**src/sar_consts.svh**
```systemverilog
// constants for the converter control block
`ifndef SAR_CONSTS_SVH
`define SAR_CONSTS_SVH

`define SAR_BITS 12
`define SAR_MID_CODE 12'h800
`define WORD_BITS 16
`define LEAD_ZEROS 4
`define CTRL_BITS 8
`define CTRL_RST 8'h00
`define CTRL_REF_POS 5
`define CTRL_DUAL_POS 4
`define CTRL_CH_POS 3
`define CTRL_PMH_POS 1
`define CTRL_PML_POS 0
`define PM_CS_SHUTDOWN 2'h0
`define PM_ALWAYS_ON 2'h1
`define PM_AUTO_SHUTDOWN 2'h2
`define PM_AUTO_STANDBY 2'h3
`define SAMPLE_EDGE 2
`define LAST_DECIDE_EDGE 14
`define PDOWN_EDGE 16
`define FIFO_DEPTH 16
`define INT_REF_MV 2500
`define CLK_PERIOD_PS 4000
`define WAKE_FULL_NS 5000
`define WAKE_STBY_NS 1000
`define WAKE_FULL_CYC ((`WAKE_FULL_NS * 1000 + `CLK_PERIOD_PS - 1) / `CLK_PERIOD_PS)
`define WAKE_STBY_CYC ((`WAKE_STBY_NS * 1000 + `CLK_PERIOD_PS - 1) / `CLK_PERIOD_PS)

`endif

```
**src/sar_pkg.sv**
```systemverilog
// types shared by the converter control block
`include "sar_consts.svh"

package sar_pkg;
    typedef enum logic [1:0] {PWR_OFF, PWR_STBY, PWR_ON} pwr_state_t;
    typedef enum logic [1:0] {XF_IDLE, XF_ACQ, XF_CONV} xfer_state_t;
    typedef struct packed {
        logic ref_disable;
        logic channel_count_select;
        logic channel;
        logic power_mode_high_bit;
        logic power_mode_low_bit;
    } ctrl_t;
    typedef struct packed {
        logic channel;
        logic [`SAR_BITS-1:0] code;
    } result_t;
endpackage

```
**src/sar_adc_ctrl.sv**
```systemverilog
// result fifo and converter control with power-state machine
`timescale 1ns/1ps
`include "sar_consts.svh"

module result_fifo #(
    parameter int WIDTH = 13,
    parameter int DEPTH = `FIFO_DEPTH
) (
    // clock
    input wire logic clk,
    input wire logic rst,
    input wire logic ce,
    // fill side
    input wire logic in_valid,
    output logic in_ready,
    input wire logic [WIDTH-1:0] in_data,
    // drain side
    output logic out_valid,
    input wire logic out_ready,
    output logic [WIDTH-1:0] out_data
);
    localparam int AW = $clog2(DEPTH);
    logic [WIDTH-1:0] mem [DEPTH];
    logic [AW-1:0] wr_q;
    logic [AW-1:0] rd_q;
    logic [AW:0] cnt_q;
    wire push = ce && in_valid && in_ready;
    wire pop = ce && out_valid && out_ready;

    assign in_ready = cnt_q != (AW+1)'(DEPTH);
    assign out_valid = cnt_q != '0;
    assign out_data = mem[rd_q];

    always_ff @(posedge clk)
    begin
        if (push)
            mem[wr_q] <= in_data;
    end

    always_ff @(posedge clk)
    begin
        if (rst)
        begin
            wr_q <= '0;
            rd_q <= '0;
            cnt_q <= '0;
        end
        else
        begin
            if (push)
                wr_q <= AW'((wr_q + 1'b1) % DEPTH);
            if (pop)
                rd_q <= AW'((rd_q + 1'b1) % DEPTH);
            cnt_q <= cnt_q + (AW+1)'(push) - (AW+1)'(pop);
        end
    end
endmodule

// Function
// - code is straight binary, one step per reference over 4096
// - serial word is four zeros then 12-bit result, msb first
// - reference bit clear enables internal 2.5 V reference, set disables it
// - dual-channel mode takes reference from supply rail
// - power bits: 00 select-shutdown, 01 on, 10 auto-off, 11 auto-standby
// - auto modes power down on 16th rising clock after select falls
// - auto modes wake on first falling clock after select falls
// - mode 00 sleeps on select rise, wakes on select fall
// - mode 00 abandons a running conversion when select rises
// - power-on state is mode 00 with both power bits zero
// - auto-standby wakes fast enough to convert in the same transfer
// - data input held low loads all zeros each transfer
// - successive approximation decides one bit per rising clock, twelve steps in all
// - first eight clock bits of a transfer load the control register
// - sample and conversion start on second rising clock edge
module sar_adc_ctrl #(
    parameter int DEPTH = `FIFO_DEPTH
) (
    // clock, reset, enable
    input wire logic clk,
    input wire logic rst,
    input wire logic ce,
    // serial pins from the host
    input wire logic cs_n,
    input wire logic sclk,
    input wire logic din,
    output logic dout,
    output logic dout_oe,
    // analog core
    input wire logic comp_in,
    output logic [`SAR_BITS-1:0] dac_code,
    output logic hold,
    output logic core_on,
    output logic core_ready,
    output logic ref_on,
    output logic ref_from_supply,
    output logic chan_sel,
    // result stream
    output logic res_valid,
    input wire logic res_ready,
    output sar_pkg::result_t res_data
);
    ////////////////////////////////////////////////////////////////////////
    function automatic sar_pkg::ctrl_t to_ctrl(input logic [7:0] sr);
        sar_pkg::ctrl_t c;
        c.ref_disable = sr[`CTRL_REF_POS];
        c.channel_count_select = sr[`CTRL_DUAL_POS];
        c.channel = sr[`CTRL_CH_POS];
        c.power_mode_high_bit = sr[`CTRL_PMH_POS];
        c.power_mode_low_bit = sr[`CTRL_PML_POS];
        return c;
    endfunction

    function automatic logic [`SAR_BITS-1:0] sar_step(
        input logic [`SAR_BITS-1:0] code, input logic [3:0] pos,
        input logic keep);
        logic [`SAR_BITS-1:0] r;
        r = code;
        r[pos] = keep;
        if (pos != 4'h0)
            r[pos - 4'h1] = 1'b1;
        return r;
    endfunction

    function automatic sar_pkg::pwr_state_t next_pwr(
        input logic [1:0] m, input sar_pkg::pwr_state_t p,
        input logic fall, input logic rise, input logic down,
        input logic wake);
        sar_pkg::pwr_state_t n;
        n = p;
        unique case (m)
            `PM_CS_SHUTDOWN:
                n = rise ? sar_pkg::PWR_OFF : fall ? sar_pkg::PWR_ON : p;
            `PM_ALWAYS_ON:
                n = sar_pkg::PWR_ON;
            `PM_AUTO_SHUTDOWN:
                n = down ? sar_pkg::PWR_OFF : wake ? sar_pkg::PWR_ON : p;
            `PM_AUTO_STANDBY:
                n = down ? sar_pkg::PWR_STBY : wake ? sar_pkg::PWR_ON : p;
        endcase
        return n;
    endfunction

    ////////////////////////////////////////////////////////////////////////
    // pins cross into clk through two flops each
    logic [3:0] meta_q;
    logic [3:0] sync_q;
    logic sclk_prev_q;
    logic cs_prev_q;

    always_ff @(posedge clk)
    begin
        if (rst)
        begin
            meta_q <= 4'h1;
            sync_q <= 4'h1;
            sclk_prev_q <= 1'b0;
            cs_prev_q <= 1'b1;
        end
        else if (ce)
        begin
            meta_q <= {comp_in, din, sclk, cs_n};
            sync_q <= meta_q;
            sclk_prev_q <= sync_q[1];
            cs_prev_q <= sync_q[0];
        end
    end

    wire cs_s = sync_q[0];
    wire sclk_s = sync_q[1];
    wire din_s = sync_q[2];
    wire comp_s = sync_q[3];
    wire act = !cs_s;
    wire cs_fall = cs_prev_q && !cs_s;
    wire cs_rise = !cs_prev_q && cs_s;
    // select high gates the serial clock
    wire sclk_rise = act && sclk_s && !sclk_prev_q;
    wire sclk_fall = act && !sclk_s && sclk_prev_q;

    ////////////////////////////////////////////////////////////////////////
    logic [4:0] rise_cnt_q;
    logic [4:0] fall_cnt_q;
    logic [7:0] ctrl_sr_q;
    sar_pkg::ctrl_t ctrl_q;

    always_ff @(posedge clk)
    begin
        if (rst)
        begin
            rise_cnt_q <= 5'h00;
            fall_cnt_q <= 5'h00;
        end
        else if (ce)
        begin
            if (cs_fall)
                rise_cnt_q <= 5'h00;
            else if (sclk_rise && rise_cnt_q < 5'(`PDOWN_EDGE))
                rise_cnt_q <= rise_cnt_q + 5'h01;
            if (cs_fall)
                fall_cnt_q <= 5'h00;
            else if (sclk_fall && fall_cnt_q < 5'(`PDOWN_EDGE))
                fall_cnt_q <= fall_cnt_q + 5'h01;
        end
    end

    wire shift_in = sclk_rise && rise_cnt_q < 5'(`CTRL_BITS);
    // load only at select rise, once a full control byte is in
    wire ctrl_load = cs_rise && rise_cnt_q >= 5'(`CTRL_BITS);
    wire sar_pkg::ctrl_t ctrl_d = ctrl_load ? to_ctrl(ctrl_sr_q) : ctrl_q;

    always_ff @(posedge clk)
    begin
        if (rst)
        begin
            ctrl_sr_q <= `CTRL_RST;
            ctrl_q <= to_ctrl(`CTRL_RST);
        end
        else if (ce)
        begin
            if (shift_in)
                ctrl_sr_q <= {ctrl_sr_q[6:0], din_s};
            ctrl_q <= ctrl_d;
        end
    end

    ////////////////////////////////////////////////////////////////////////
    sar_pkg::pwr_state_t pwr_q;
    logic [10:0] wake_cnt_q;
    wire [1:0] mode_d = {ctrl_d.power_mode_high_bit, ctrl_d.power_mode_low_bit};
    wire auto_mode = ctrl_q.power_mode_high_bit;
    // down on the 16th rising edge
    wire auto_down = auto_mode && sclk_rise
        && rise_cnt_q == 5'(`PDOWN_EDGE - 1);
    wire auto_wake = auto_mode && sclk_fall && fall_cnt_q == 5'h00;
    // auto mode loaded after a full frame sleeps at once
    wire load_down = ctrl_load && rise_cnt_q == 5'(`PDOWN_EDGE);
    wire sar_pkg::pwr_state_t pwr_d = next_pwr(mode_d, pwr_q, cs_fall,
        cs_rise, auto_down || load_down, auto_wake);
    wire waking = pwr_d == sar_pkg::PWR_ON && pwr_q != sar_pkg::PWR_ON;
    // standby keeps the reference, so its wake is short
    wire [10:0] wake_len = (pwr_q == sar_pkg::PWR_STBY)
        ? 11'(`WAKE_STBY_CYC - 1) : 11'(`WAKE_FULL_CYC - 1);

    always_ff @(posedge clk)
    begin
        if (rst)
        begin
            pwr_q <= sar_pkg::PWR_OFF;
            wake_cnt_q <= 11'h000;
            core_on <= 1'b0;
            core_ready <= 1'b0;
            ref_on <= 1'b0;
            ref_from_supply <= 1'b0;
            chan_sel <= 1'b0;
        end
        else if (ce)
        begin
            pwr_q <= pwr_d;
            wake_cnt_q <= waking ? wake_len
                : (wake_cnt_q != 11'h000 ? wake_cnt_q - 11'h001 : 11'h000);
            core_on <= pwr_d == sar_pkg::PWR_ON;
            core_ready <= pwr_q == sar_pkg::PWR_ON && !waking
                && wake_cnt_q == 11'h000;
            ref_on <= !ctrl_d.ref_disable && pwr_d != sar_pkg::PWR_OFF;
            ref_from_supply <= ctrl_d.channel_count_select;
            chan_sel <= ctrl_d.channel_count_select && ctrl_d.channel;
        end
    end

    ////////////////////////////////////////////////////////////////////////
    // a conversion only starts when its result is sure to fit the fifo
    sar_pkg::xfer_state_t xfer_q;
    sar_pkg::xfer_state_t xfer_d;
    logic conv_ok_q;
    logic fifo_in_ready;
    wire start = xfer_q == sar_pkg::XF_ACQ && sclk_rise
        && rise_cnt_q == 5'(`SAMPLE_EDGE - 1)
        && pwr_q == sar_pkg::PWR_ON && fifo_in_ready;
    wire step = xfer_q == sar_pkg::XF_CONV && sclk_rise && !cs_rise;
    wire last = step && rise_cnt_q == 5'(`LAST_DECIDE_EDGE - 1);
    wire [3:0] trial_pos = 4'(5'(`LAST_DECIDE_EDGE - 1) - rise_cnt_q);
    wire [`SAR_BITS-1:0] stepped = sar_step(dac_code, trial_pos, comp_s);
    wire sar_pkg::result_t push_data = '{channel: chan_sel, code: stepped};

    always_comb
    begin
        xfer_d = xfer_q;
        unique case (xfer_q)
            sar_pkg::XF_IDLE:
                if (cs_fall)
                    xfer_d = sar_pkg::XF_ACQ;
            sar_pkg::XF_ACQ:
                if (start)
                    xfer_d = sar_pkg::XF_CONV;
                else if (sclk_rise && rise_cnt_q >= 5'(`SAMPLE_EDGE - 1))
                    xfer_d = sar_pkg::XF_IDLE;
            sar_pkg::XF_CONV:
                if (last)
                    xfer_d = sar_pkg::XF_IDLE;
        endcase
        if (cs_rise)
            xfer_d = sar_pkg::XF_IDLE;
    end

    wire [4:0] next_fall = fall_cnt_q + 5'h01;
    wire lead = next_fall < 5'(`LEAD_ZEROS) || next_fall >= 5'(`WORD_BITS);
    wire [3:0] out_pos = 4'(5'(`WORD_BITS - 1) - next_fall);
    // zeros first, then decided bits msb first
    wire out_bit = conv_ok_q && !lead && dac_code[out_pos];

    always_ff @(posedge clk)
    begin
        if (rst)
        begin
            xfer_q <= sar_pkg::XF_IDLE;
            dac_code <= 12'h000;
            hold <= 1'b0;
            conv_ok_q <= 1'b0;
            dout <= 1'b0;
            dout_oe <= 1'b0;
        end
        else if (ce)
        begin
            xfer_q <= xfer_d;
            if (start)
                dac_code <= `SAR_MID_CODE;
            else if (step)
                dac_code <= stepped;
            hold <= xfer_d == sar_pkg::XF_CONV;
            conv_ok_q <= start || (conv_ok_q && !cs_fall);
            if (cs_fall)
                dout <= 1'b0;
            else if (sclk_fall)
                dout <= out_bit;
            dout_oe <= act;
        end
    end

    result_fifo #(.WIDTH($bits(sar_pkg::result_t)), .DEPTH(DEPTH)) u_fifo (
        .clk(clk),
        .rst(rst),
        .ce(ce),
        .in_valid(last),
        .in_ready(fifo_in_ready),
        .in_data(push_data),
        .out_valid(res_valid),
        .out_ready(res_ready),
        .out_data(res_data)
    );

    ////////////////////////////////////////////////////////////////////////
    a_lead_zeros: assert property (@(posedge clk) disable iff (rst)
        dout_oe && fall_cnt_q < 5'(`LEAD_ZEROS) |-> !dout)
        else $error("leading bit not zero");
    a_ctrl_load: assert property (@(posedge clk) disable iff (rst)
        ce && ctrl_load |=> ctrl_q == to_ctrl($past(ctrl_sr_q)))
        else $error("control byte not loaded");
    a_cs_shutdown: assert property (@(posedge clk) disable iff (rst)
        ce && cs_rise && mode_d == `PM_CS_SHUTDOWN
        |=> pwr_q == sar_pkg::PWR_OFF ##1 !core_on)
        else $error("no shutdown on select rise");
    a_auto_down: assert property (@(posedge clk) disable iff (rst)
        ce && auto_down && !cs_rise |=> pwr_q != sar_pkg::PWR_ON)
        else $error("auto mode stayed up");
    a_auto_wake: assert property (@(posedge clk) disable iff (rst)
        ce && auto_wake && !cs_rise |=> pwr_q == sar_pkg::PWR_ON)
        else $error("auto mode did not wake");
    a_sample_edge: assert property (@(posedge clk) disable iff (rst)
        ce && start |=> hold && dac_code == `SAR_MID_CODE)
        else $error("conversion not started at sample edge");
    a_reset_mode: assert property (@(posedge clk)
        rst |=> ctrl_q == to_ctrl(`CTRL_RST) && pwr_q == sar_pkg::PWR_OFF)
        else $error("reset mode not zero");
    a_ref_off: assert property (@(posedge clk) disable iff (rst)
        ce && ctrl_q.ref_disable && !ctrl_load |=> !ref_on)
        else $error("reference on while disabled");
    a_dual_ref: assert property (@(posedge clk) disable iff (rst)
        ce && ctrl_q.channel_count_select && !ctrl_load |=> ref_from_supply)
        else $error("dual mode not on supply reference");
    a_abandon: assert property (@(posedge clk) disable iff (rst)
        ce && cs_rise && xfer_q == sar_pkg::XF_CONV |=> !hold && !$rose(res_valid))
        else $error("conversion not abandoned");
    a_push_time: assert property (@(posedge clk) disable iff (rst)
        ce && last |=> !hold && res_valid)
        else $error("result not pushed at last decision");

    c_full_conv: cover property (@(posedge clk) disable iff (rst) last);
    c_fifo_full: cover property (@(posedge clk) disable iff (rst) !fifo_in_ready);
    c_stby_wake: cover property (@(posedge clk) disable iff (rst)
        pwr_q == sar_pkg::PWR_STBY ##1 pwr_q == sar_pkg::PWR_ON);
endmodule

```
**config.mk**
```make
export PLATFORM = sky130hd
export DESIGN_NAME = sar_adc_ctrl
export DESIGN_NICKNAME = d
export VERILOG_FILES = /design/src/sar_pkg.sv /design/src/sar_adc_ctrl.sv
export VERILOG_INCLUDE_DIRS = /design/src
export SDC_FILE = /design/constraint.sdc
export NUM_CORES = 1
export LEC_CHECK = 0
export ABC_AREA = 1
export BUFFER_PORTS_ARGS = -buffer_cell sky130_fd_sc_hd__buf_4
export CORE_UTILIZATION = 60
export CTS_BUF_LIST = sky130_fd_sc_hd__clkbuf_2 sky130_fd_sc_hd__clkbuf_4 sky130_fd_sc_hd__clkbuf_8
export CTS_CLUSTER_DIAMETER = 60
export DETAILED_ROUTE_END_ITERATION = 8
export HOLD_SLACK_MARGIN = 0.08
export PLACE_DENSITY = 0.77
export SYNTH_ARGS = -nofsm -noshare
export SYNTH_HDL_FRONTEND = slang
export SYNTH_SLANG_ARGS = --single-unit
```
**constraint.sdc**
```tcl
create_clock -name clk -period 3.62 [get_ports clk]
set_input_delay 0.181 -clock clk [delete_from_list [all_inputs] [get_ports clk]]
set_output_delay 0.181 -clock clk [all_outputs]
set_load 0.01 [all_outputs]
```
==> results of run 1 <==
[critical path, stage by stage, from the launching register on]
cell                       delay (ns)
sky130_fd_sc_hd__dfxtp_4         0.88
sky130_fd_sc_hd__buf_4           0.35
sky130_fd_sc_hd__a21oi_1         0.10
sky130_fd_sc_hd__o21ai_0         0.14
sky130_fd_sc_hd__o21ai_0         0.18
sky130_fd_sc_hd__o211ai_1        0.36
sky130_fd_sc_hd__nand2_1         0.10
sky130_fd_sc_hd__buf_4           0.16
[per-layer routing]
layer | wire length (um) | share of wire [%] | up-vias | GRT usage [%]
met5 | 0 | 0 | - | 0
met4 | 565 | 2.0 | 0 | 7.474
met3 | 1670 | 5.9 | 44 | 3.926
met2 | 14500 | 51 | 262 | 47.11
met1 | 11630 | 41 | 4270 | 33.56
li1 | - | - | 4359 | -
[area by class of cell]
type | instances | share of cell area, %
clock buffers | 75 | 6.079
clock inverters | 5 | 0.7364
inverters | 140 | 3.596
multi-input cells | 712 | 28.41
flip-flops and latches | 291 | 54.15
well taps | 275 | 2.355
repair buffers | 87 | 4.675
[worst max-delay path by stage]
stage / from / to / slack, ns / depth (start not counted)
2_1_floorplan: rise_cnt_q[1] / u_fifo.cnt_q[4] / 1.06 / 13
3_3_place_gp: rise_cnt_q[1] / u_fifo.cnt_q[4] / 0.72 / 13
3_5_place_dp: rise_cnt_q[1] / u_fifo.cnt_q[4] / 0.71 / 13
4_1_cts: flip-flop / res_data[0] / 0.54 / 7
5_1_grt: rise_cnt_q[1] / u_fifo.cnt_q[4] / 0.37 / 13
6_report: flip-flop / res_data[0] / 0.58 / 7
[state kept, by name, indices dropped and copies added (netlist names), 5 cells and up, named ones only]
signal / count
wake_cnt_q: 11
rise_cnt_q: 5
u_fifo.mem: 208
ctrl_sr_q: 6
fall_cnt_q: 5
u_fifo.cnt_q: 5
dac_code: 12
[cells in the final DEF, fill, tap and decap left out, types with 52 or more instances in the layout]
master and instances:
sky130_fd_sc_hd__nor2_1 69, sky130_fd_sc_hd__buf_4 79, sky130_fd_sc_hd__dfxtp_1 81, sky130_fd_sc_hd__nand2_1 149, sky130_fd_sc_hd__inv_1 132, sky130_fd_sc_hd__o21ai_0 115, sky130_fd_sc_hd__mux2i_1 58, sky130_fd_sc_hd__edfxtp_1 208
sky130_fd_sc_hd__clkbuf_8 52, sky130_fd_sc_hd__o211ai_1 53, sky130_fd_sc_hd__a21oi_1 114
[through the flow]
stage	utilization [%]	worst slack, ns	hold slack (ns)
after floorplan	-	1.062	0.3073
after global placement	64.65	0.7240	0.3954
after detailed placement	64.65	0.7095	0.3993
after CTS	69.73	0.5446	0.1002
after global routing	69.73	0.3656	0.1664
final	69.73	0.5831	0.1213
[what timing repair did]
item | 4_1_cts | 5_1_grt
hold buffers | 7 | 0
buffers inserted | 0 | 0
hold endpoints to repair | 18 | 0
[power groups by stage]
stage	registers, mW	clock network (mW)	logic (mW)
floorplan	3.71	0	0.823
global placement	3.78	0	1.03
detailed placement	3.78	0	1.06
CTS	3.71	3.01	1.07
global route	3.72	3.16	1.20
finish	3.71	2.96	1.07
[cell families after synthesis]
group / after synthesis / synth area share, %
simple gates: 296 / 9.901
fa+ha+maj: 31 / 3.085
xor+xnor: 15 / 1.084
compound gates: 312 / 13.80
buf+inv: 194 / 5.897
mux: 58 / 4.530
flops: 291 / 61.71
==> report_table.html, run 1 <==
<table>
<tr><th>Metric</th><th>Value</th></tr>
<tr><th colspan="2">Finish</th></tr>
<tr><td># nets final</td><td>1317</td></tr>
<tr><td>Total area of sequential cells</td><td>0.007913 mm2</td></tr>
<tr><td>Share of post-route cells with drive strength above 1</td><td>14.12%</td></tr>
<tr><td>Area Growth Syn to Fin</td><td>14.03%</td></tr>
<tr><td>Final instance area</td><td>0.01461 mm2</td></tr>
<tr><td># diodes</td><td>0</td></tr>
<tr><td>Count of placed standard cells in the final layout, fillers left out</td><td>between 1500 and 2000</td></tr>
<tr><td>Filler instances</td><td>1537</td></tr>
<tr><td>Area occupied by multi-input gates</td><td>0.004151 mm2</td></tr>
<tr><th colspan="2">Synth</th></tr>
<tr><td>Number of enable flip-flop cells after synthesis</td><td>208</td></tr>
<tr><td>Commonest cells post-synth</td><td>sky130_fd_sc_hd__edfxtp_1, sky130_fd_sc_hd__nand2_1, sky130_fd_sc_hd__inv_1, sky130_fd_sc_hd__o21ai_0, sky130_fd_sc_hd__a21oi_1</td></tr>
<tr><td>Largest area contributor in the synthesized netlist</td><td>sky130_fd_sc_hd__edfxtp_1</td></tr>
<tr><td>Share of the synthesized area in the top cell type</td><td>48.74%</td></tr>
<tr><td>Fraction of registers with async set/reset</td><td>0%</td></tr>
<tr><td>Total number of yosys warnings</td><td>0</td></tr>
<tr><td>Sequential fraction of the synthesis area</td><td>61.71%</td></tr>
<tr><td>Post-synthesis net count</td><td>roughly 1200</td></tr>
<tr><td>Synth cell types</td><td>44</td></tr>
<tr><td>Cells after synthesis</td><td>between 1000 and 1500</td></tr>
<tr><td>Leading cell type by number of instances after synthesis</td><td>sky130_fd_sc_hd__edfxtp_1</td></tr>
<tr><td>Average footprint of a synthesized cell</td><td>10.71 um2</td></tr>
<tr><td>Combined area of all synthesized cells</td><td>0.01281 mm2</td></tr>
<tr><td>Top cells by area, synth</td><td>sky130_fd_sc_hd__edfxtp_1, sky130_fd_sc_hd__dfxtp_1, sky130_fd_sc_hd__mux2i_1</td></tr>
<tr><td>Most instantiated flip-flop cell in the synthesis netlist</td><td>sky130_fd_sc_hd__edfxtp_1</td></tr>
<tr><td>Flip-flop and latch count after synthesis</td><td>291</td></tr>
<tr><th colspan="2">Critical path</th></tr>
<tr><td>Critical path data arrival time</td><td>2.86 ns</td></tr>
<tr><td>Cells on worst reg2reg path</td><td>13</td></tr>
<tr><td>Worst flop-to-flop path endpoint</td><td>u_fifo.cnt_q[4]</td></tr>
<tr><td>Required time of the critical path</td><td>3.44 ns</td></tr>
<tr><td>Reg-to-Reg Start</td><td>rise_cnt_q[1]</td></tr>
<tr><td>Critical Path Sink Type</td><td>output pin</td></tr>
<tr><td>Worst setup slack for register-to-register paths</td><td>about 0.65 ns</td></tr>
<tr><td>Category of the most critical setup path</td><td>flip-flop to output pin</td></tr>
<tr><td>Kind of start point of the critical path</td><td>flip-flop</td></tr>
<tr><td>Maximum fanout encountered on the critical timing path</td><td>68</td></tr>
<tr><th colspan="2">Run status</th></tr>
<tr><td>Violations in the final reports</td><td>DRC</td></tr>
<tr><td>Run status</td><td>finished with violations</td></tr>
<tr><th colspan="2">Die</th></tr>
<tr><td>Chip width</td><td>148.1 um</td></tr>
<tr><td>Cell row count</td><td>53</td></tr>
<tr><td>Floorplan Core Area</td><td>about 0.021 mm2</td></tr>
<tr><td>I/O Pins</td><td>42</td></tr>
<tr><td>Initial core utilization</td><td>61.15%</td></tr>
<tr><td>Die outline area</td><td>0.02195 mm2</td></tr>
<tr><td>Y dimension of the die</td><td>between 100 and 150 um</td></tr>
<tr><th colspan="2">CTS</th></tr>
<tr><td>CTS Sinks</td><td>291</td></tr>
<tr><td>Maximum clock path buffer count</td><td>3</td></tr>
<tr><td># resized after CTS</td><td>0</td></tr>
<tr><td>CTS Root Buffer Type</td><td>sky130_fd_sc_hd__clkbuf_8</td></tr>
<tr><td>Count of H-tree levels built during CTS</td><td>2</td></tr>
<tr><td>Worst skew pair latency</td><td>approximately 0.56 ns</td></tr>
<tr><td>Clock tree from TritonCTS</td><td>yes</td></tr>
<tr><td>Number of CTS-inserted buffers</td><td>46</td></tr>
<tr><td>Post-CTS clock slew at the launch and capture registers of the worst setup and hold paths</td><td>~0.06 ns</td></tr>
<tr><th colspan="2">Power</th></tr>
<tr><td>Peak supply drop</td><td>about 0.37 mV</td></tr>
<tr><td>Logic gate share of total power</td><td>13.8%</td></tr>
<tr><td>Flop pwr share</td><td>48.0%</td></tr>
<tr><td>Net switching fraction of the power</td><td>25.11%</td></tr>
<tr><td>Cell internal power dissipation</td><td>around 5.8 mW</td></tr>
<tr><td>Power per cell area</td><td>529.5 mW/mm2</td></tr>
<tr><td>Switching power summed over all nets</td><td>1.943 mW</td></tr>
<tr><td>Design Power</td><td>7.737 mW</td></tr>
<tr><td>Proportion of power drawn by the clock network</td><td>a little under two fifths</td></tr>
<tr><td>Leakage power</td><td>between 5 and 6 nW</td></tr>
<tr><th colspan="2">Global routing</th></tr>
<tr><td>Largest net degree at the start of global routing</td><td>69</td></tr>
<tr><td>Aggregate global-route resource usage</td><td>26.45%</td></tr>
<tr><td>Wire length of the first global-routing pass</td><td>44910 um</td></tr>
<tr><td>Vias in the first global route</td><td>a little under 9000</td></tr>
<tr><td>Sum of overflow across all layers after global routing</td><td>0</td></tr>
<tr><td>Antenna violations before repair</td><td>0</td></tr>
<tr><th colspan="2">STA</th></tr>
<tr><td>Finish-stage setup viols</td><td>0</td></tr>
<tr><td>Relative slew slack</td><td>between 20% and 30%</td></tr>
<tr><td>Number of failing hold endpoints at the final stage</td><td>0</td></tr>
<tr><td>Minimum period implied by the final worst setup slack</td><td>slightly above 3 ns</td></tr>
<tr><td>Setup repair after global routing missed its margin</td><td>no</td></tr>
<tr><td>Post-route fraction of the period consumed by the critical path</td><td>83.89%</td></tr>
<tr><td>Upper clock frequency limit</td><td>329.3 MHz</td></tr>
<tr><td>Number of pins with negative max-slew slack in the final report</td><td>0</td></tr>
<tr><td>Skew final</td><td>0.02770 ns</td></tr>
<tr><td>Sum Neg Setup Slack</td><td>0 ns</td></tr>
<tr><td>Slew at the pin closest to its max-slew limit</td><td>1.151 ns</td></tr>
<tr><th colspan="2">Hold path</th></tr>
<tr><td>Number of instances on the worst hold path</td><td>4</td></tr>
<tr><td>Tightest Hold Check Type</td><td>input port to flip-flop</td></tr>
<tr><td>Hold_sp</td><td>res_ready</td></tr>
<tr><th colspan="2">Placement</th></tr>
<tr><td>Number of port buffers</td><td>41</td></tr>
<tr><td>HPWL after DPL</td><td>17690 um</td></tr>
<tr><td>Post-placement cell count</td><td>1498</td></tr>
<tr><td>Area post-placement</td><td>0.01355 mm2</td></tr>
<tr><td>Weighted congestion reported at the end of routability-driven placement</td><td>around 0.91</td></tr>
<tr><th colspan="2">Drt</th></tr>
<tr><td>WL/cell</td><td>17.89 um</td></tr>
<tr><td>Remaining design rule violation count</td><td>2</td></tr>
<tr><td>Number of detailed-route iterations in the first pass</td><td>7</td></tr>
<tr><td>Via count</td><td>around 8900</td></tr>
<tr><td>Detailed Route WL</td><td>28360 um</td></tr>
<tr><td>Antenna Nets Post-Route</td><td>0</td></tr>
<tr><td>Post-detailed-route via-to-cell ratio</td><td>5.637</td></tr>
<tr><td>Initial DRC Count</td><td>664</td></tr>
<tr><th colspan="2">Job</th></tr>
<tr><td>Reported max-cap violation count</td><td>0</td></tr>
</table>
Note: power is estimated with default switching activity, not from simulation.
==> run 2, diff against run 1 <==
ABC_AREA = 0   (was 1)
clock period = 2.9 ns   (was 3.62 ns; I/O delays follow)
==> run 2 against run 1 <==
The flow now finishes without violations; total power grew 17%; cell area is 1.4% lower; first-iteration DRC count down 13%; clock-buffer cell count down 9.
==> report_table.html, run 2 <==
<table>
<tr><th>Metric</th><th>Value</th></tr>
<tr><th colspan="2">Drt</th></tr>
<tr><td>Remaining design rule violation count</td><td>0</td></tr>
<tr><td>Initial DRC Count</td><td>576</td></tr>
<tr><td>Detailed Route WL</td><td>27560 um</td></tr>
<tr><td>Antenna Nets Post-Route</td><td>0</td></tr>
<tr><td>Post-detailed-route via-to-cell ratio</td><td>6.093</td></tr>
<tr><td>Number of detailed-route iterations in the first pass</td><td>4</td></tr>
<tr><td>Via count</td><td>7604</td></tr>
<tr><td>WL/cell</td><td>22.08 um</td></tr>
<tr><th colspan="2">CTS</th></tr>
<tr><td>Post-CTS clock slew at the launch and capture registers of the worst setup and hold paths</td><td>approximately 0.060 ns</td></tr>
<tr><td>Number of CTS-inserted buffers</td><td>45</td></tr>
<tr><td>Maximum clock path buffer count</td><td>3</td></tr>
<tr><td>Count of H-tree levels built during CTS</td><td>2</td></tr>
<tr><td>Worst skew pair latency</td><td>0.56 ns</td></tr>
<tr><td>Clock tree from TritonCTS</td><td>yes</td></tr>
<tr><td>CTS Sinks</td><td>291</td></tr>
<tr><td>CTS Root Buffer Type</td><td>sky130_fd_sc_hd__clkbuf_8</td></tr>
<tr><th colspan="2">Critical path</th></tr>
<tr><td>Worst setup slack for register-to-register paths</td><td>0.06 ns</td></tr>
<tr><td>Worst flop-to-flop path endpoint</td><td>u_fifo.cnt_q[4]</td></tr>
<tr><td>CP Depth</td><td>14</td></tr>
<tr><td>Capture point of the worst path</td><td>u_fifo.cnt_q[4]</td></tr>
<tr><td>Required time of the critical path</td><td>3.36 ns</td></tr>
<tr><td>Kind of start point of the critical path</td><td>flip-flop</td></tr>
<tr><td>Most used cell, CP</td><td>sky130_fd_sc_hd__inv_1</td></tr>
<tr><td>Buffering stage count on the worst path with inverters included</td><td>4</td></tr>
<tr><td>Cells on worst reg2reg path</td><td>14</td></tr>
<tr><td>Series of cell instances along the critical path</td><td>inv_2 -&gt; ha_2 -&gt; or4b_4 -&gt; and3_4 -&gt; ha_1 -&gt; inv_1 -&gt; ha_1 -&gt; inv_1 -&gt; fa_2 -&gt; inv_1 -&gt; a21oi_2 -&gt; nor2_2 -&gt; or3_4 -&gt; a21oi_4</td></tr>
<tr><td>Critical Path Sink Type</td><td>flip-flop</td></tr>
<tr><td>Category of the most critical setup path</td><td>flip-flop to flip-flop</td></tr>
<tr><td>Maximum fanout encountered on the critical timing path</td><td>2</td></tr>
<tr><td>Critical Path Slowest Stage Cell</td><td>sky130_fd_sc_hd__or4b_4</td></tr>
<tr><td>Critical path data arrival time</td><td>around 3.3 ns</td></tr>
<tr><td>CP delay by family, top</td><td>simple AND/OR/NAND/NOR gates</td></tr>
<tr><td>Reg-to-Reg Start</td><td>u_fifo.cnt_q[3]</td></tr>
<tr><td>Stage delay of the slowest cell on the critical path</td><td>around 0.46 ns</td></tr>
<tr><td>Crit. Startpoint</td><td>u_fifo.cnt_q[3]</td></tr>
<tr><th colspan="2">Die</th></tr>
<tr><td>Y dimension of the die</td><td>146.1 um</td></tr>
<tr><td>I/O Pins</td><td>42</td></tr>
<tr><td>Chip width</td><td>about 150 um</td></tr>
<tr><td>Die outline area</td><td>0.02136 mm2</td></tr>
<tr><td>Cell row count</td><td>52</td></tr>
<tr><td>Floorplan Core Area</td><td>~0.02 mm2</td></tr>
<tr><td>Initial core utilization</td><td>61.42%</td></tr>
<tr><th colspan="2">Synth</th></tr>
<tr><td>Combined area of all synthesized cells</td><td>0.01247 mm2</td></tr>
<tr><td>Largest area contributor in the synthesized netlist</td><td>sky130_fd_sc_hd__edfxtp_1</td></tr>
<tr><td>Average footprint of a synthesized cell</td><td>14.74 um2</td></tr>
<tr><td>Cells after synthesis</td><td>846</td></tr>
<tr><td>Post-synthesis net count</td><td>885</td></tr>
<tr><td>Flip-flop and latch count after synthesis</td><td>291</td></tr>
<tr><td>Most instantiated flip-flop cell in the synthesis netlist</td><td>sky130_fd_sc_hd__edfxtp_1</td></tr>
<tr><td>Commonest cells post-synth</td><td>sky130_fd_sc_hd__edfxtp_1, sky130_fd_sc_hd__dfxtp_1, sky130_fd_sc_hd__nor2_1, sky130_fd_sc_hd__mux4_2, sky130_fd_sc_hd__nand2_1</td></tr>
<tr><td>Number of enable flip-flop cells after synthesis</td><td>208</td></tr>
<tr><td>Synth cell types</td><td>74</td></tr>
<tr><td>Leading cell type by number of instances after synthesis</td><td>sky130_fd_sc_hd__edfxtp_1</td></tr>
<tr><td>Share of the synthesized area in the top cell type</td><td>50.10%</td></tr>
<tr><td>Total number of yosys warnings</td><td>0</td></tr>
<tr><td>Fraction of registers with async set/reset</td><td>0%</td></tr>
<tr><td>Sequential fraction of the synthesis area</td><td>63.43%</td></tr>
<tr><td>Top cells by area, synth</td><td>sky130_fd_sc_hd__edfxtp_1, sky130_fd_sc_hd__dfxtp_1, sky130_fd_sc_hd__mux4_2</td></tr>
<tr><th colspan="2">STA</th></tr>
<tr><td>Relative slew slack</td><td>between 20% and 30%</td></tr>
<tr><td>Sum Neg Setup Slack</td><td>0 ns</td></tr>
<tr><td>Worst Slack Setup Final</td><td>0.06376 ns</td></tr>
<tr><td>Finish-stage setup viols</td><td>0</td></tr>
<tr><td>Number of failing hold endpoints at the final stage</td><td>0</td></tr>
<tr><td>Number of pins with negative max-slew slack in the final report</td><td>0</td></tr>
<tr><td>Slew at the pin closest to its max-slew limit</td><td>~1.1 ns</td></tr>
<tr><td>Upper clock frequency limit</td><td>352.6 MHz</td></tr>
<tr><td>Minimum period implied by the final worst setup slack</td><td>2.836 ns</td></tr>
<tr><td>Skew final</td><td>0.03148 ns</td></tr>
<tr><td>Post-route fraction of the period consumed by the critical path</td><td>97.80%</td></tr>
<tr><th colspan="2">Global routing</th></tr>
<tr><td>Wire length of the first global-routing pass</td><td>~43000 um</td></tr>
<tr><td>Vias in the first global route</td><td>7914</td></tr>
<tr><td>Aggregate global-route resource usage</td><td>26.63%</td></tr>
<tr><td>Largest net degree at the start of global routing</td><td>60</td></tr>
<tr><td>Sum of overflow across all layers after global routing</td><td>0</td></tr>
<tr><td>Antenna violations before repair</td><td>0</td></tr>
<tr><th colspan="2">Hold path</th></tr>
<tr><td>Tightest Hold Check Type</td><td>input port to flip-flop</td></tr>
<tr><th colspan="2">Placement</th></tr>
<tr><td>Number of port buffers</td><td>approximately 40</td></tr>
<tr><td>Weighted congestion reported at the end of routability-driven placement</td><td>0.8909</td></tr>
<tr><td>Area post-placement</td><td>0.01340 mm2</td></tr>
<tr><td>Post-placement cell count</td><td>around 1200</td></tr>
<tr><td>Setup Slack @ Placement</td><td>-0.07473 ns</td></tr>
<tr><td>HPWL after DPL</td><td>around 18000 um</td></tr>
<tr><th colspan="2">Finish</th></tr>
<tr><td>Final instance area</td><td>0.01441 mm2</td></tr>
<tr><td># nets final</td><td>983</td></tr>
<tr><td>Top library cells by usage in the layout, fill and taps aside</td><td>sky130_fd_sc_hd__edfxtp_1, sky130_fd_sc_hd__dfxtp_1, sky130_fd_sc_hd__buf_4</td></tr>
<tr><td>Max reg flops</td><td>208</td></tr>
<tr><td># diodes</td><td>0</td></tr>
<tr><td>Most common cell after layout, fill and taps aside</td><td>sky130_fd_sc_hd__edfxtp_1</td></tr>
<tr><td>Count of placed standard cells in the final layout, fillers left out</td><td>between 1000 and 1500</td></tr>
<tr><td>Largest regs</td><td>u_fifo.mem: 208 flops, dac_code: 12 flops, wake_cnt_q: 11 flops</td></tr>
<tr><td>Biggest register</td><td>u_fifo.mem</td></tr>
<tr><td>Share of post-route cells with drive strength above 1</td><td>about a quarter</td></tr>
<tr><td>Area Growth Syn to Fin</td><td>15.57%</td></tr>
<tr><th colspan="2">Power</th></tr>
<tr><td>Peak supply drop</td><td>0.5094 mV</td></tr>
<tr><td>Leakage power</td><td>approximately 4.8 nW</td></tr>
<tr><td>Power per cell area</td><td>627.1 mW/mm2</td></tr>
<tr><th colspan="2">Job</th></tr>
<tr><td>Reported max-cap violation count</td><td>0</td></tr>
<tr><th colspan="2">Run status</th></tr>
<tr><td>Run status</td><td>finished, final reports clean</td></tr>
</table>
## run 2: layout make-up
type	count	area [um2]
well taps	270	337.8
inverters	28	105.1
clock inverters	15	101.3
fillers	1313	5892
flip-flops and latches	291	7914
multi-input cells	486	4338
clock buffers	66	795.8
repair buffers	92	815.8
## run 2: how the worst min path moves through the flow
stage / from / end / slack [ns] / cells after the start
5_1_grt: ce / rise_cnt_q[4] / 0.16 / 4
3_3_place_gp: cs_n / meta_q[0] / 0.36 / 3
3_5_place_dp: sclk / meta_q[1] / 0.39 / 3
2_1_floorplan: cs_n / meta_q[0] / 0.27 / 2
6_report: ce / rise_cnt_q[4] / 0.12 / 4
4_1_cts: ce / rise_cnt_q[4] / 0.11 / 4
## run 2: what timing repair did
action / CTS / global route
pin swaps: 2 / 5
endpoints found under the setup margin: 1 / 1
gates resized for setup: 5 / 6
buffers inserted: 1 / 2
hold buffers: 5 / 0
endpoints found under the hold margin: 22 / 0
## run 2: where the power goes
part | total [mW] | switching, mW | leakage (nW) | internal (mW)
clock network | 3.37 | 1.52 | 0.480 | 1.86
logic | 1.06 | 0.535 | 1.90 | 0.524
registers | 4.60 | 0.112 | 2.46 | 4.49
total | 9.03 | 2.16 | 4.84 | 6.87
## run 2: per-layer routing
layer	up-vias	wire length, um	track usage, %
met1	3831	10700	32.37
met4	0	646	8.750
met5	-	0	0
met3	53	1680	5.406
met2	260	14530	47.55
li1	3460	-	-
## run 2: cells by family (layout without fill, tap and decap cells)
| family | after synthesis | after routing | share of synthesized area (%) |
|---|---|---|---|
| AOI/OAI and AO/OA | 119 | 119 | 6.243 |
| xor gates and xnor gates | 17 | 17 | 1.194 |
| adders and majority gates | 31 | 31 | 3.171 |
| buffers and inverters | 69 | 201 | 2.228 |
| DFF | 291 | 291 | 63.43 |
| muxes | 97 | 97 | 14.62 |
| and+or+nand+nor | 222 | 222 | 9.113 |
## run 2: worst min-delay path, cell delays in order
cell                      delay (ns)
sky130_fd_sc_hd__buf_4          0.13
sky130_fd_sc_hd__nand2_1        0.14
sky130_fd_sc_hd__or2_2          0.14
sky130_fd_sc_hd__a21oi_1        0.05
## run 2: per-stage QoR
| step | hold WS, ns | power [mW] | utilization [%] |
|---|---|---|---|
| after CTS | 0.1052 | 9.025 | 70.82 |
| after global placement | 0.3649 | 5.574 | 66.03 |
| after detailed placement | 0.3907 | 5.651 | 66.03 |
| after floorplan | 0.2734 | 5.374 | - |
| after global routing | 0.1649 | 9.369 | 70.98 |
| final | 0.1247 | 9.035 | 70.98 |
==> run 3, diff against run 2 <==
CELL_PAD_IN_SITES_DETAIL_PLACEMENT = 1   (was default)
CELL_PAD_IN_SITES_GLOBAL_PLACEMENT = 1   (was default)
CORE_UTILIZATION = 54   (was 60)
PLACE_DENSITY = default   (was 0.77)
PLACE_DENSITY_LB_ADDON = 0.1   (was default)
==> run 3 against run 2 <==
Via count is 0.36% higher; setup slack better by 0.064 ns; global-route usage is 0.95 points lower; non-clock buffer count is 2 higher; largest cell class unchanged; clock power is 8.0% higher; clock-buffer cell count is 7 higher.
==> report_table.html, run 3 (synthesis results as in run 2) <==
<table>
<tr><th>Metric</th><th>Value</th></tr>
<tr><th colspan="2">STA</th></tr>
<tr><td>Skew final</td><td>roughly 0.022 ns</td></tr>
<tr><td>Relative slew slack</td><td>about 44%</td></tr>
<tr><td>Post-route fraction of the period consumed by the critical path</td><td>between 90% and 100%</td></tr>
<tr><td>Worst-case hold slack</td><td>0.1879 ns</td></tr>
<tr><td>Finish-stage setup viols</td><td>0</td></tr>
<tr><td>Sum Neg Setup Slack</td><td>0 ns</td></tr>
<tr><td>Setup repair after global routing missed its margin</td><td>no</td></tr>
<tr><td>Number of pins with negative max-slew slack in the final report</td><td>0</td></tr>
<tr><td>Number of failing hold endpoints at the final stage</td><td>0</td></tr>
<tr><td>Upper clock frequency limit</td><td>360.8 MHz</td></tr>
<tr><td>Slew at the pin closest to its max-slew limit</td><td>0.8327 ns</td></tr>
<tr><td>Minimum period implied by the final worst setup slack</td><td>2.772 ns</td></tr>
<tr><th colspan="2">Drt</th></tr>
<tr><td>Number of detailed-route iterations in the first pass</td><td>4</td></tr>
<tr><td>WL/cell</td><td>about 23 um</td></tr>
<tr><td>Detailed Route WL</td><td>around 29000 um</td></tr>
<tr><td>Antenna Nets Post-Route</td><td>0</td></tr>
<tr><td>Initial DRC Count</td><td>around 420</td></tr>
<tr><td>Post-detailed-route via-to-cell ratio</td><td>6.009</td></tr>
<tr><td>Remaining design rule violation count</td><td>0</td></tr>
<tr><td>Via count</td><td>~7600</td></tr>
<tr><th colspan="2">Finish</th></tr>
<tr><td>Max reg flops</td><td>208</td></tr>
<tr><td>Share of post-route cells with drive strength above 1</td><td>between 20 and 30%</td></tr>
<tr><td>Area Growth Syn to Fin</td><td>16.07%</td></tr>
<tr><td>End-of-flow core utilization</td><td>63.91%</td></tr>
<tr><td>Most common cell after layout, fill and taps aside</td><td>sky130_fd_sc_hd__edfxtp_1</td></tr>
<tr><td>Largest regs</td><td>u_fifo.mem: 208 flops, dac_code: 12 flops, wake_cnt_q: 11 flops</td></tr>
<tr><td># nets final</td><td>987</td></tr>
<tr><td>Biggest register</td><td>u_fifo.mem</td></tr>
<tr><td># diodes</td><td>0</td></tr>
<tr><td>Final instance area</td><td>0.01447 mm2</td></tr>
<tr><td>Top library cells by usage in the layout, fill and taps aside</td><td>sky130_fd_sc_hd__edfxtp_1, sky130_fd_sc_hd__buf_4, sky130_fd_sc_hd__dfxtp_1</td></tr>
<tr><th colspan="2">CTS</th></tr>
<tr><td>Count of H-tree levels built during CTS</td><td>2</td></tr>
<tr><td>Post-CTS clock slew at the launch and capture registers of the worst setup and hold paths</td><td>0.06 ns</td></tr>
<tr><td>Worst skew pair latency</td><td>0.56 ns</td></tr>
<tr><td>Clock tree from TritonCTS</td><td>yes</td></tr>
<tr><td>CTS Root Buffer Type</td><td>sky130_fd_sc_hd__clkbuf_8</td></tr>
<tr><td>Maximum clock path buffer count</td><td>3</td></tr>
<tr><td>Number of CTS-inserted buffers</td><td>between 40 and 50</td></tr>
<tr><td>CTS Sinks</td><td>291</td></tr>
<tr><th colspan="2">Power</th></tr>
<tr><td>Peak supply drop</td><td>0.4357 mV</td></tr>
<tr><td>Proportion of power drawn by the clock network</td><td>39.4%</td></tr>
<tr><td>Cell internal power dissipation</td><td>7.029 mW</td></tr>
<tr><td>Logic gate share of total power</td><td>10.7%</td></tr>
<tr><td>Power per cell area</td><td>637.5 mW/mm2</td></tr>
<tr><td>Leakage power</td><td>approximately 4.9 nW</td></tr>
<tr><td>Switching power summed over all nets</td><td>2.195 mW</td></tr>
<tr><td>Flop pwr share</td><td>49.8%</td></tr>
<tr><td>Net switching fraction of the power</td><td>23.80%</td></tr>
<tr><th colspan="2">Hold path</th></tr>
<tr><td>Tightest Hold Check Type</td><td>input port to flip-flop</td></tr>
<tr><td>Number of instances on the worst hold path</td><td>5</td></tr>
<tr><td>Hold_sp</td><td>res_ready</td></tr>
<tr><th colspan="2">Die</th></tr>
<tr><td>Y dimension of the die</td><td>about 150 um</td></tr>
<tr><td>Floorplan Core Area</td><td>0.02264 mm2</td></tr>
<tr><td>I/O Pins</td><td>42</td></tr>
<tr><td>Chip width</td><td>153.9 um</td></tr>
<tr><td>Cell row count</td><td>55</td></tr>
<tr><td>Initial core utilization</td><td>55.06%</td></tr>
<tr><td>Die outline area</td><td>0.02370 mm2</td></tr>
<tr><th colspan="2">Global routing</th></tr>
<tr><td>Largest net degree at the start of global routing</td><td>53</td></tr>
<tr><td>Wire length of the first global-routing pass</td><td>about 46000 um</td></tr>
<tr><td>Vias in the first global route</td><td>8391</td></tr>
<tr><td>Sum of overflow across all layers after global routing</td><td>0</td></tr>
<tr><td>Antenna violations before repair</td><td>0</td></tr>
<tr><td>Aggregate global-route resource usage</td><td>25.68%</td></tr>
<tr><th colspan="2">Critical path</th></tr>
<tr><td>Maximum fanout encountered on the critical timing path</td><td>2</td></tr>
<tr><td>Worst setup slack for register-to-register paths</td><td>0.13 ns</td></tr>
<tr><td>Required time of the critical path</td><td>3.38 ns</td></tr>
<tr><td>Reg-to-Reg Start</td><td>u_fifo.cnt_q[2]</td></tr>
<tr><td>Critical Path Sink Type</td><td>flip-flop</td></tr>
<tr><td>Category of the most critical setup path</td><td>flip-flop to flip-flop</td></tr>
<tr><td>Kind of start point of the critical path</td><td>flip-flop</td></tr>
<tr><td>Critical path data arrival time</td><td>3.25 ns</td></tr>
<tr><td>Worst flop-to-flop path endpoint</td><td>u_fifo.cnt_q[4]</td></tr>
<tr><td>Cells on worst reg2reg path</td><td>14</td></tr>
<tr><th colspan="2">Placement</th></tr>
<tr><td>HPWL after DPL</td><td>roughly 19000 um</td></tr>
<tr><td>Weighted congestion reported at the end of routability-driven placement</td><td>0.8385</td></tr>
<tr><td>Area post-placement</td><td>about 0.013 mm2</td></tr>
<tr><td>Number of port buffers</td><td>41</td></tr>
<tr><th colspan="2">Job</th></tr>
<tr><td>Reported max-cap violation count</td><td>0</td></tr>
<tr><th colspan="2">Run status</th></tr>
<tr><td>Run status</td><td>finished, final reports clean</td></tr>
</table>
## run 3: area by class of cell
cell class / instances / area (um2)
well taps: 285 / 356.6
fillers: 2105 / 8170
clock buffers: 73 / 854.6
repair buffers: 94 / 798.3
clock inverters: 13 / 120.1
multi-input cells: 486 / 4322
flip-flops and latches: 291 / 7914
inverters: 28 / 105.1
## run 3: routing by layer
metal	vias up	GRT usage [%]	wire length (um)
met5	-	0	0
met1	3952	30.77	11800
met4	0	9.524	808
li1	3457	-	-
met3	51	3.918	1133
met2	171	46.77	15530
## run 3: critical path, stage by stage, from the launching register on
cell,delay [ns]
sky130_fd_sc_hd__dfxtp_1,0.33
sky130_fd_sc_hd__inv_2,0.07
sky130_fd_sc_hd__ha_2,0.17
sky130_fd_sc_hd__or4b_4,0.46
sky130_fd_sc_hd__and3_4,0.20
sky130_fd_sc_hd__ha_1,0.27
sky130_fd_sc_hd__inv_1,0.04
sky130_fd_sc_hd__ha_2,0.18
sky130_fd_sc_hd__inv_2,0.06
sky130_fd_sc_hd__fa_2,0.20
sky130_fd_sc_hd__inv_1,0.06
sky130_fd_sc_hd__a21oi_2,0.13
sky130_fd_sc_hd__nor2_1,0.06
sky130_fd_sc_hd__or3_1,0.35
sky130_fd_sc_hd__a21oi_1,0.12
## run 3: worst max path at each step
stage	slack, ns	to	depth (start not counted)	start
floorplan	0.07	u_fifo.mem[3][0]	6	rise_cnt_q[1]
global placement	0.19	u_fifo.cnt_q[4]	14	u_fifo.cnt_q[3]
detailed placement	0.03	u_fifo.cnt_q[4]	14	u_fifo.cnt_q[3]
CTS	0.0007	u_fifo.cnt_q[4]	14	u_fifo.cnt_q[2]
global route	0.04	u_fifo.cnt_q[4]	14	u_fifo.cnt_q[2]
finish	0.13	u_fifo.cnt_q[4]	14	u_fifo.cnt_q[2]
## run 3: repair_timing
item	4_1_cts	5_1_grt
hold buffers	7	0
endpoints found under the setup margin	1	1
gates resized for setup	1	8
pin swaps	0	2
endpoints found under the hold margin	28	0
buffers inserted	0	1
## run 3: per-stage QoR
stage	worst slack [ns]	std cells	total power [mW]
CTS	0.0006872	1269	9.300
global placement	0.1883	1176	5.583
detailed placement	0.03114	1176	5.643
finish	0.1282	1270	9.224
global route	0.03601	1270	9.572
floorplan	0.07101	846	5.374
## run 3: power groups by stage
stage | Clock [mW] | Combinational, mW | Sequential [mW]
6_report | 3.64 | 0.989 | 4.60
2_1_floorplan | 0 | 0.741 | 4.63
4_1_cts | 3.72 | 0.983 | 4.59
3_5_place_dp | 0 | 0.966 | 4.68
3_3_place_gp | 0 | 0.917 | 4.67
5_1_grt | 3.87 | 1.10 | 4.61
